`src/include/exception_interrupt_control_consts.vh`:
```
// constants for the exception and interrupt control block
`ifndef EXCEPTION_INTERRUPT_CONTROL_CONSTS_VH
`define EXCEPTION_INTERRUPT_CONTROL_CONSTS_VH

// register byte offsets
`define OFS_EDGE_SEL_ONE 8'h00
`define OFS_EDGE_SEL_TWO 8'h04
`define OFS_PIN_FUNC_ONE 8'h08
`define OFS_PIN_FUNC_FIVE 8'h0c
`define OFS_INT_ENABLE 8'h10
`define OFS_REQ_FLAG 8'h14
`define OFS_WAKE_FLAG 8'h18
`define OFS_PERIPH_ENABLE 8'h1c
`define OFS_PERIPH_FLAG 8'h20
`define OFS_STATUS 8'h24

// field positions
`define POS_UNMASK_EDGE 7
`define POS_WAKE_ENABLE 5
`define WAKE_FLAG_RSVD 8'hc0

// reset values
`define RST_EDGE_SEL_ONE 8'h00
`define RST_EDGE_SEL_TWO 6'h00
`define RST_PIN_FUNC_ONE 4'h0
`define RST_PIN_FUNC_FIVE 6'h00

// timing
`define INIT_MIN_CYC 4'ha
`define RESET_VECTOR 16'h0000

// vector numbers, vector word address is twice the number
`define VEC_UNMASK 8'h07
`define VEC_ABRK 8'h08
`define VEC_EDGE_REQ0 8'h10
`define VEC_WAKEUP 8'h14
`define VEC_PERIPH0 8'h15

`endif

```
`src/verilog/pin_edge_detect.v`:
```
// pin synchroniser and selectable edge detector
`timescale 1ns/1ps
`default_nettype none
module pin_edge_detect #(
	parameter W = 11
) (
	input wire clk,
	input wire rst_n,
	input wire [W-1:0] pins,
	input wire [W-1:0] rise_sel,
	output wire [W-1:0] edge_pulse
);
	reg [W-1:0] sync1_ff;
	reg [W-1:0] sync2_ff;
	reg [W-1:0] prev_ff;
	reg [1:0] primed_ff;

	always @(posedge clk) begin
		if (!rst_n) begin
			sync1_ff <= {W{1'b1}};
			sync2_ff <= {W{1'b1}};
			prev_ff <= {W{1'b1}};
			primed_ff <= 2'b00;
		end else begin
			sync1_ff <= pins; // RULE24
			sync2_ff <= sync1_ff;
			prev_ff <= sync2_ff;
			// quiet until both compare stages hold real pin samples
			if (primed_ff != 2'b11) begin
				primed_ff <= primed_ff + 2'b01;
			end
		end
	end

	// one pulse per qualifying edge, rise_sel high picks rising
	assign edge_pulse = {W{primed_ff == 2'b11}} &
		((rise_sel & sync2_ff & ~prev_ff) |
		(~rise_sel & ~sync2_ff & prev_ff)); // RULE24
endmodule // pin_edge_detect
`default_nettype wire

```
`src/verilog/exception_interrupt_control.v`:
```
// reset and interrupt exception control with apb registers
//
// Design decisions made here: register access over APB and the register offsets.
`include "exception_interrupt_control_consts.vh"
`timescale 1ns/1ps
`default_nettype none
// Behaviour
// RULE1: outside holds init pin low ten cycles
// RULE2: init low halts cpu, clears registers
// RULE3: init release starts reset sequence
// RULE4: reset sets mask, loads vector zero
// RULE5: unmaskable pin edge chosen by bit
// RULE6: unmaskable highest priority, ignores mask
// RULE7: four request pins, own vector, edge
// RULE8: enabled pin edge sets request flag
// RULE9: per pin enable masks request
// RULE10: six wakeup pins share one vector
// RULE11: wakeup edge sets flag, common enable
// RULE12: peripheral flag set, enable masks it
// RULE13: only enabled or unmaskable requests forwarded; abrk_req is forwarded with no enable bit
// RULE14: highest priority forwarded, others pending
// RULE15: mask bit gates all but unmaskable, break
// RULE16: accept at instruction end, stack pc, ccr
// RULE17: mask set after stacking, return restores
// RULE18: fetch source vector into pc
// RULE19: response fifteen to thirty-seven states
// RULE20: no interrupts before first instruction
// RULE21: word address low bit forced zero
// RULE22: software masks before pin function change
// RULE23: writing zero clears flag, one keeps
// RULE24: pins synchronised before edge detection
module exception_interrupt_control #(
	parameter N_PERIPH = 4
) (
	input wire clk,
	input wire rst_n,
	input wire hw_init_pin,
	input wire unmaskable_pin,
	input wire [3:0] edge_request_pins,
	input wire [5:0] wakeup_pins,
	input wire [N_PERIPH-1:0] periph_event,
	input wire abrk_req,
	input wire psel,
	input wire penable,
	input wire pwrite,
	input wire [7:0] paddr,
	input wire [31:0] pwdata,
	output wire pready,
	output reg [31:0] prdata,
	output wire pslverr,
	input wire cpu_insn_done,
	input wire cpu_i_bit,
	input wire [7:0] cpu_ccr,
	input wire [15:0] cpu_pc,
	input wire [15:0] cpu_sp,
	output wire cpu_halt,
	output reg pc_load,
	output reg [15:0] pc_value,
	output reg sp_load,
	output reg [15:0] sp_value,
	output reg ccr_i_set,
	output reg mem_req,
	output reg mem_we,
	output reg [15:0] mem_addr,
	output reg [15:0] mem_wdata,
	input wire mem_ack,
	input wire [15:0] mem_rdata
);
	localparam S_HOLD = 4'd0;
	localparam S_RST_MASK = 4'd1;
	localparam S_RST_VEC = 4'd2;
	localparam S_RUN = 4'd3;
	localparam S_PUSH_PC = 4'd4;
	localparam S_PUSH_CCR = 4'd5;
	localparam S_SET_MASK = 4'd6;
	localparam S_VEC = 4'd7;
	localparam NSRC = 7 + N_PERIPH;

	// word accesses never use an odd address
	function [15:0] word_addr;
		input [15:0] a;
		begin
			word_addr = {a[15:1], 1'b0}; // RULE21
		end
	endfunction

	function [15:0] vec_addr;
		input [7:0] num;
		begin
			vec_addr = word_addr({7'h00, num, 1'b0});
		end
	endfunction

	reg [3:0] state_ff;
	reg [3:0] init_cnt_ff;
	reg first_insn_ff;
	reg [7:0] edge_one_ff;
	reg [5:0] edge_two_ff;
	reg [3:0] pin_func_one_ff;
	reg [5:0] pin_func_five_ff;
	reg [3:0] req_en_ff;
	reg wake_en_ff;
	reg [3:0] req_flag_ff;
	reg [5:0] wake_flag_ff;
	reg [N_PERIPH-1:0] periph_en_ff;
	reg [N_PERIPH-1:0] periph_flag_ff;
	reg unmask_flag_ff;
	reg [7:0] vec_num_ff;
	reg [7:0] sel_vec;
	reg sel_valid;
	reg sel_unmask;
	reg [NSRC-1:0] req_vec;
	integer i;

	wire sreset = !rst_n || !hw_init_pin; // RULE2
	wire [10:0] pin_edges;
	wire wr_acc = psel && penable && pwrite;
	wire rd_setup = psel && !penable && !pwrite;
	wire mapped = (paddr <= `OFS_STATUS) && (paddr[1:0] == 2'b00);

	assign pready = 1'b1;
	assign pslverr = psel && penable && !mapped;
	assign cpu_halt = (state_ff != S_RUN); // RULE2

	pin_edge_detect #(
		.W(11)
	) u_edges (
		.clk(clk),
		.rst_n(!sreset),
		.pins({wakeup_pins, edge_request_pins, unmaskable_pin}),
		.rise_sel({edge_two_ff, edge_one_ff[3:0],
			edge_one_ff[`POS_UNMASK_EDGE]}), // RULE5 RULE7 RULE10
		.edge_pulse(pin_edges)
	);

	wire unmask_edge = pin_edges[0]; // RULE5
	wire [3:0] req_set = pin_edges[4:1] & pin_func_one_ff; // RULE8
	wire [5:0] wake_set = pin_edges[10:5] & pin_func_five_ff; // RULE11

	// write strobes per flag register
	wire wr_req_flag = wr_acc && (paddr == `OFS_REQ_FLAG);
	wire wr_wake_flag = wr_acc && (paddr == `OFS_WAKE_FLAG);
	wire wr_periph_flag = wr_acc && (paddr == `OFS_PERIPH_FLAG);

	// configuration registers
	always @(posedge clk) begin
		if (sreset) begin
			edge_one_ff <= `RST_EDGE_SEL_ONE;
			edge_two_ff <= `RST_EDGE_SEL_TWO;
			pin_func_one_ff <= `RST_PIN_FUNC_ONE;
			pin_func_five_ff <= `RST_PIN_FUNC_FIVE;
			req_en_ff <= 4'h0;
			wake_en_ff <= 1'b0;
			periph_en_ff <= {N_PERIPH{1'b0}};
		end else if (wr_acc) begin
			case (paddr)
				`OFS_EDGE_SEL_ONE: begin
					edge_one_ff <= {pwdata[7], 3'b000, pwdata[3:0]};
				end
				`OFS_EDGE_SEL_TWO: begin
					edge_two_ff <= pwdata[5:0];
				end
				`OFS_PIN_FUNC_ONE: begin
					pin_func_one_ff <= pwdata[3:0];
				end
				`OFS_PIN_FUNC_FIVE: begin
					pin_func_five_ff <= pwdata[5:0];
				end
				`OFS_INT_ENABLE: begin
					req_en_ff <= pwdata[3:0]; // RULE9
					wake_en_ff <= pwdata[`POS_WAKE_ENABLE]; // RULE11
				end
				`OFS_PERIPH_ENABLE: begin
					periph_en_ff <= pwdata[N_PERIPH-1:0]; // RULE12
				end
				default: begin
				end
			endcase
		end
	end

	// request flags, a set in the same cycle beats a clear
	always @(posedge clk) begin
		if (sreset) begin
			req_flag_ff <= 4'h0;
			wake_flag_ff <= 6'h00;
			periph_flag_ff <= {N_PERIPH{1'b0}};
		end else begin
			req_flag_ff <= (req_flag_ff &
				~({4{wr_req_flag}} & ~pwdata[3:0])) | req_set; // RULE23 RULE8
			wake_flag_ff <= (wake_flag_ff &
				~({6{wr_wake_flag}} & ~pwdata[5:0])) | wake_set; // RULE23 RULE11
			periph_flag_ff <= (periph_flag_ff &
				~({N_PERIPH{wr_periph_flag}} & ~pwdata[N_PERIPH-1:0])) |
				periph_event; // RULE12 RULE23
		end
	end

	// request vector in priority order, unmaskable first
	always @* begin
		req_vec = {NSRC{1'b0}};
		req_vec[0] = unmask_flag_ff; // RULE13
		req_vec[1] = abrk_req;
		req_vec[5:2] = req_flag_ff & req_en_ff; // RULE9 RULE13
		req_vec[6] = wake_en_ff && (wake_flag_ff != 6'h00); // RULE11 RULE13
		req_vec[NSRC-1:7] = periph_flag_ff & periph_en_ff; // RULE12 RULE13
	end

	// pick the highest one the mask bit lets through
	always @* begin
		sel_valid = 1'b0;
		sel_unmask = 1'b0;
		sel_vec = 8'h00;
		for (i = NSRC - 1; i >= 0; i = i - 1) begin
			if (req_vec[i] && (i < 2 || !cpu_i_bit)) begin // RULE15
				sel_valid = 1'b1; // RULE14
				sel_unmask = (i == 0); // RULE6
				if (i == 0) begin
					sel_vec = `VEC_UNMASK;
				end else if (i == 1) begin
					sel_vec = `VEC_ABRK;
				end else if (i < 6) begin
					sel_vec = `VEC_EDGE_REQ0 + i[7:0] - 8'd2; // RULE7
				end else if (i == 6) begin
					sel_vec = `VEC_WAKEUP; // RULE10
				end else begin
					sel_vec = `VEC_PERIPH0 + i[7:0] - 8'd7;
				end
			end
		end
	end

	wire accept = (state_ff == S_RUN) && cpu_insn_done && first_insn_ff &&
		sel_valid; // RULE16 RULE20

	// unmaskable flag, taken back by its own acceptance
	always @(posedge clk) begin
		if (sreset) begin
			unmask_flag_ff <= 1'b0;
		end else if (unmask_edge) begin
			unmask_flag_ff <= 1'b1; // RULE5
		end else if (accept && sel_unmask) begin
			unmask_flag_ff <= 1'b0; // RULE6
		end
	end

	// exception sequencer
	always @(posedge clk) begin
		if (sreset) begin
			state_ff <= S_HOLD;
			first_insn_ff <= 1'b0;
			vec_num_ff <= 8'h00;
			pc_load <= 1'b0;
			pc_value <= 16'h0000;
			sp_load <= 1'b0;
			sp_value <= 16'h0000;
			ccr_i_set <= 1'b0;
			mem_req <= 1'b0;
			mem_we <= 1'b0;
			mem_addr <= 16'h0000;
			mem_wdata <= 16'h0000;
			// count the low time from its first cycle, saturating
			if (!rst_n) begin
				init_cnt_ff <= `INIT_MIN_CYC;
			end else if (state_ff != S_HOLD) begin
				init_cnt_ff <= 4'h1; // RULE1
			end else if (init_cnt_ff != `INIT_MIN_CYC) begin
				init_cnt_ff <= init_cnt_ff + 4'h1; // RULE1
			end
		end else begin
			pc_load <= 1'b0;
			sp_load <= 1'b0;
			ccr_i_set <= 1'b0;
			if (cpu_insn_done && state_ff == S_RUN) begin
				first_insn_ff <= 1'b1; // RULE20
			end
			case (state_ff)
				S_HOLD: begin
					if (init_cnt_ff == `INIT_MIN_CYC) begin
						state_ff <= S_RST_MASK; // RULE3
					end else begin
						init_cnt_ff <= init_cnt_ff + 4'h1;
					end
				end
				S_RST_MASK: begin
					ccr_i_set <= 1'b1; // RULE4
					mem_req <= 1'b1;
					mem_we <= 1'b0;
					mem_addr <= word_addr(`RESET_VECTOR); // RULE4
					state_ff <= S_RST_VEC;
				end
				S_RST_VEC, S_VEC: begin
					if (mem_ack) begin
						mem_req <= 1'b0;
						pc_load <= 1'b1;
						pc_value <= mem_rdata; // RULE4 RULE18
						state_ff <= S_RUN;
					end
				end
				S_RUN: begin
					if (accept) begin
						vec_num_ff <= sel_vec;
						mem_req <= 1'b1;
						mem_we <= 1'b1;
						mem_addr <= word_addr(cpu_sp - 16'h0002); // RULE16
						mem_wdata <= cpu_pc; // RULE16
						state_ff <= S_PUSH_PC; // RULE19
					end
				end
				S_PUSH_PC: begin
					if (mem_ack) begin
						mem_addr <= word_addr(cpu_sp - 16'h0004); // RULE21
						mem_wdata <= {cpu_ccr, cpu_ccr}; // RULE16
						state_ff <= S_PUSH_CCR;
					end
				end
				S_PUSH_CCR: begin
					if (mem_ack) begin
						mem_req <= 1'b0;
						mem_we <= 1'b0;
						sp_load <= 1'b1;
						sp_value <= word_addr(cpu_sp - 16'h0004);
						state_ff <= S_SET_MASK;
					end
				end
				S_SET_MASK: begin
					ccr_i_set <= 1'b1; // RULE17
					mem_req <= 1'b1;
					mem_addr <= vec_addr(vec_num_ff); // RULE18
					state_ff <= S_VEC;
				end
				default: begin
					state_ff <= S_HOLD;
				end
			endcase
		end
	end

	// read data captured in the setup cycle
	always @(posedge clk) begin
		if (!rst_n) begin
			prdata <= 32'h00000000;
		end else if (rd_setup) begin
			case (paddr)
				`OFS_EDGE_SEL_ONE: prdata <= {24'h000000, edge_one_ff};
				`OFS_EDGE_SEL_TWO: prdata <= {26'h0000000, edge_two_ff};
				`OFS_PIN_FUNC_ONE: prdata <= {28'h0000000, pin_func_one_ff};
				`OFS_PIN_FUNC_FIVE: prdata <= {26'h0000000, pin_func_five_ff};
				`OFS_INT_ENABLE: begin
					prdata <= {26'h0000000, wake_en_ff, 1'b0, req_en_ff};
				end
				`OFS_REQ_FLAG: prdata <= {28'h0000000, req_flag_ff};
				`OFS_WAKE_FLAG: begin
					prdata <= {24'h000000, `WAKE_FLAG_RSVD | {2'b00, wake_flag_ff}};
				end
				`OFS_PERIPH_ENABLE: begin
					prdata <= {{(32-N_PERIPH){1'b0}}, periph_en_ff};
				end
				`OFS_PERIPH_FLAG: begin
					prdata <= {{(32-N_PERIPH){1'b0}}, periph_flag_ff};
				end
				`OFS_STATUS: begin
					prdata <= {22'h000000, unmask_flag_ff, first_insn_ff,
						vec_num_ff};
				end
				default: prdata <= 32'h00000000;
			endcase
		end
	end
	// RULE22: flags from a pin function change are left to software
endmodule // exception_interrupt_control
`default_nettype wire

```
`config.mk`:
```
export PLATFORM = sky130hd
export DESIGN_NAME = exception_interrupt_control
export DESIGN_NICKNAME = d
export VERILOG_FILES = /design/src/verilog/pin_edge_detect.v /design/src/verilog/exception_interrupt_control.v
export VERILOG_INCLUDE_DIRS = /design/src /design/src/include
export SDC_FILE = /design/constraint.sdc
export NUM_CORES = 1
export LEC_CHECK = 0
export ABC_AREA = 1
export CAP_MARGIN = 5
export CORE_MARGIN = 2
export CORE_UTILIZATION = 50
export DETAILED_ROUTE_END_ITERATION = 8
export DONT_BUFFER_PORTS = 1
export PLACE_DENSITY = 0.68
export SYNTH_ARGS = -nofsm -noshare
export SYNTH_HDL_FRONTEND = slang
export SYNTH_SLANG_ARGS = --single-unit
```
`constraint.sdc`:
```
create_clock -name clk -period 3.4 [get_ports clk]
set_input_delay 0.17 -clock clk [delete_from_list [all_inputs] [get_ports clk]]
set_output_delay 0.17 -clock clk [all_outputs]
set_load 0.03 [all_outputs]
```
==> results.yml <==
worst_setup_path:
  crit_arrival_ns: 2.78
  setup.worst_path.end_class: "flip-flop"
  worst_ep_required_time_ns: 3.68
  worstPathMaxFanout: 21
  critPathKind: "reg -> reg"
  crit_path_start_kind: "flip-flop"
synthesis:
  synth.distinct_cells: 49
  synthSimpleGateAreaFrac: 0.274
  yosys.area_share.adder: 0.00912
  yosysSeqAreaShare: 0.418
  synth_xor_xnor_area_share: 0.00957
  synth.cell_area_um2: 8240
  syn_area_per_cell_um2: 7.35
  ys_async_sr_fraction: 0
  yosys_warnings: 0
  synth_top_family_by_area: "simple AND/OR/NAND/NOR gates"
  synth_compound_area_frac: 0.179
  synthCells: 1120
  synth_mux_area_frac: 0
  synth_seq_cells: 170
  synth_edf_count: 4
  synthFlopType: "dfxtp_1"
power:
  ir_worst_vdd_v: 0.000366
  p_total_mw: 4.50
  p_per_area_nw_per_um2: 483
  power_leakage_nw: 3.84
timing:
  worst_clock_skew_ns: 0.00869
  period_share: 0.736
  grt_setup_unrepaired: "false"
  finalSetupViolations: 0
  max_freq_mhz: 400
  finalMaxSlewViolations: 0
  finalCriticalPeriod_ns: 2.50
  hold_viol: 0
  slew_headroom: 0.340
  tightest_slew_ns: 0.984
  finalSetupTns_ns: 0
grt:
  grt_max_degree: 84
  grt.overflow.total: 0
  grt_use_total: 0.240
  grt_pass1_vias: 6766
  grt_pass1_wl_um: 34000
  antenna_found_initial: 0
clock_tree:
  postCtsResizedCells: 0
  cts_tree: "yes"
  clock-root-buffer: "clkbuf_16"
  cts_buffers: 17
  cts.sinks: 170
  htreeDepth: 4
  clkSlewWorstSetupHoldPaths_ns: 0.07
  clock_path_buffers: 2
  clk_latency_ns: 0.43
job:
  cap_violations: 0
final_layout:
  layout_common_cells: "nand2_1 (247), dfxtp_1 (166), inv_1 (116), a21oi_1 (107), o21ai_0 (100)"
  diodes: 0
  area_growth_pct: 13.3
  layout-drive-gt1-share: 0.114
  final_common_cell: "nand2_1"
  finalNetCount: 1284
routing:
  vias: 7276
  drt_iter0_markers: 551
  dr.pass1.iters: 5
  via_per_inst: 5.25
  post-route-drc-count: 0
  wl_per_cell_um: 15.3
  antenna_left: 0
  routed_wl_um: 21300
die:
  fp.dieH_um: 132
  start_util: 0.515
  coreArea_um2: 16000
  io_pins: 225
  die_x_um: 132
  die_area_um2: 17500
  rows: 46
placed_design:
  numPortBuffers: 0
  gp_congestion: 0.929
  place_hpwl_um: 15000
worst_hold_path:
  worstHoldPathType: "in -> reg"
status:
  status: "finished, final reports clean"
[area by class of cell]
type | count | area, um2
fill | 1507 | 6670
multi-input combinational | 781 | 3980
sequential | 170 | 3440
timing repair buffer | 60 | 583
inverter | 127 | 479
clock buffer | 18 | 429
tap | 216 | 270
clock inverter | 14 | 145
[power breakdown]
part,internal (mW),switching (mW),total [mW],leakage (nW)
sequential,2.06,0.0672,2.13,1.38
combinational,0.162,0.299,0.461,2.17
clock,1.04,0.875,1.92,0.286
total,3.26,1.24,4.50,3.84
[cell usage after synthesis (3+ instances only)]
library cell	number	share of area
clkinv_1	3	0.0014
ha_1	6	0.0091
nand2_1	248	0.11
o21ai_0	100	0.061
buf_4	27	0.025
a21oi_1	107	0.065
nor3_1	5	0.0030
nand4_1	13	0.0099
buf_6	3	0.0041
o211ai_1	8	0.0073
nor2_1	76	0.035
a211oi_1	5	0.0046
inv_2	7	0.0032
nand2_4	4	0.0055
clkbuf_1	24	0.011
nand3_1	66	0.040
xor2_1	7	0.0074
nand3b_1	3	0.0027
buf_1	4	0.0018
buf_8	3	0.0055
a21oi_2	17	0.018
o21bai_1	6	0.0055
edfxtp_1	4	0.015
o22ai_1	4	0.0030
or2_2	30	0.023
a21o_1	6	0.0055
buf_2	3	0.0018
dfxtp_1	166	0.40
nand3_2	23	0.028
nor2_2	4	0.0030
inv_1	116	0.053
[metal layers]
metal | wire (um) | up-vias | part of all wire | track usage
li1 | - | 3679 | - | -
met1 | 9460 | 3306 | 0.44 | 0.320
met2 | 9520 | 273 | 0.45 | 0.373
met3 | 2030 | 18 | 0.096 | 0.0784
met4 | 242 | 0 | 0.011 | 0.0687
met5 | 0 | - | 0 | 0
[through the flow]
step,setup WS [ns],hold WS (ns),util,std cells,instance area [um2]
after floorplan,1.77,0.260,-,1143,8320
after CTS,0.918,0.000277,0.583,1386,9330
after detailed placement,0.930,0.266,0.514,1301,8230
after global placement,0.943,0.265,0.514,1301,8230
after global routing,0.714,0.00438,0.583,1386,9330
final,0.898,0.0105,0.583,1386,9330
[cell families after synthesis]
logic type / Yosys count
buffers and inverters: 192
XOR/XNOR: 9
flip-flops: 170
AO/OA/AOI/OAI: 262
adder cells (fa/ha/maj): 6
AND/OR/NAND/NOR: 479
other: 2
[critical path, stage by stage (launching register included)]
cell and delay [ns]:
dfxtp_1 0.38, inv_2 0.16, nand3_4 0.23, inv_2 0.35
nand2_4 0.11, nor2_8 0.12, nand2_4 0.10, nand2_4 0.25
buf_4 0.35, nand2_8 0.13, nand2_1 0.12, a21oi_2 0.05
[state kept, by name, indices dropped and copies added, names as in the netlist, 6 cells and up]
signal and count:
prdata 10, u_edges.prev_ff 11, wake_flag_ff 6, u_edges.sync1_ff 11, mem_addr 15, pc_value 16, sp_value 15, u_edges.sync2_ff 11
pin_func_five_ff 6, edge_two_ff 6, mem_wdata 16
[path summary, 6_finish.rpt]
path                                  start                             end  slack [ns]  cells past startpoint
min reg2reg  u_edges.sync1_ff[0]$_SDFF_PN1_  u_edges.sync2_ff[0]$_SDFF_PN1_        0.41                      1
max reg2reg        state_ff[2]$_SDFFE_PN0P_        mem_addr[8]$_SDFFE_PN0P_        0.90                     11
max                state_ff[2]$_SDFFE_PN0P_        mem_addr[8]$_SDFFE_PN0P_        0.90                     11
min                              cpu_pc[11]      mem_wdata[11]$_SDFFE_PN0P_        0.01                      4
[repair_timing]
action | CTS | global route
endpoints found under the hold margin | 86 | 0
buffers inserted | 0 | 0
setup endpoints to repair | 0 | 0
hold buffers | 53 | 0
Power figures use the tool's default switching activity.
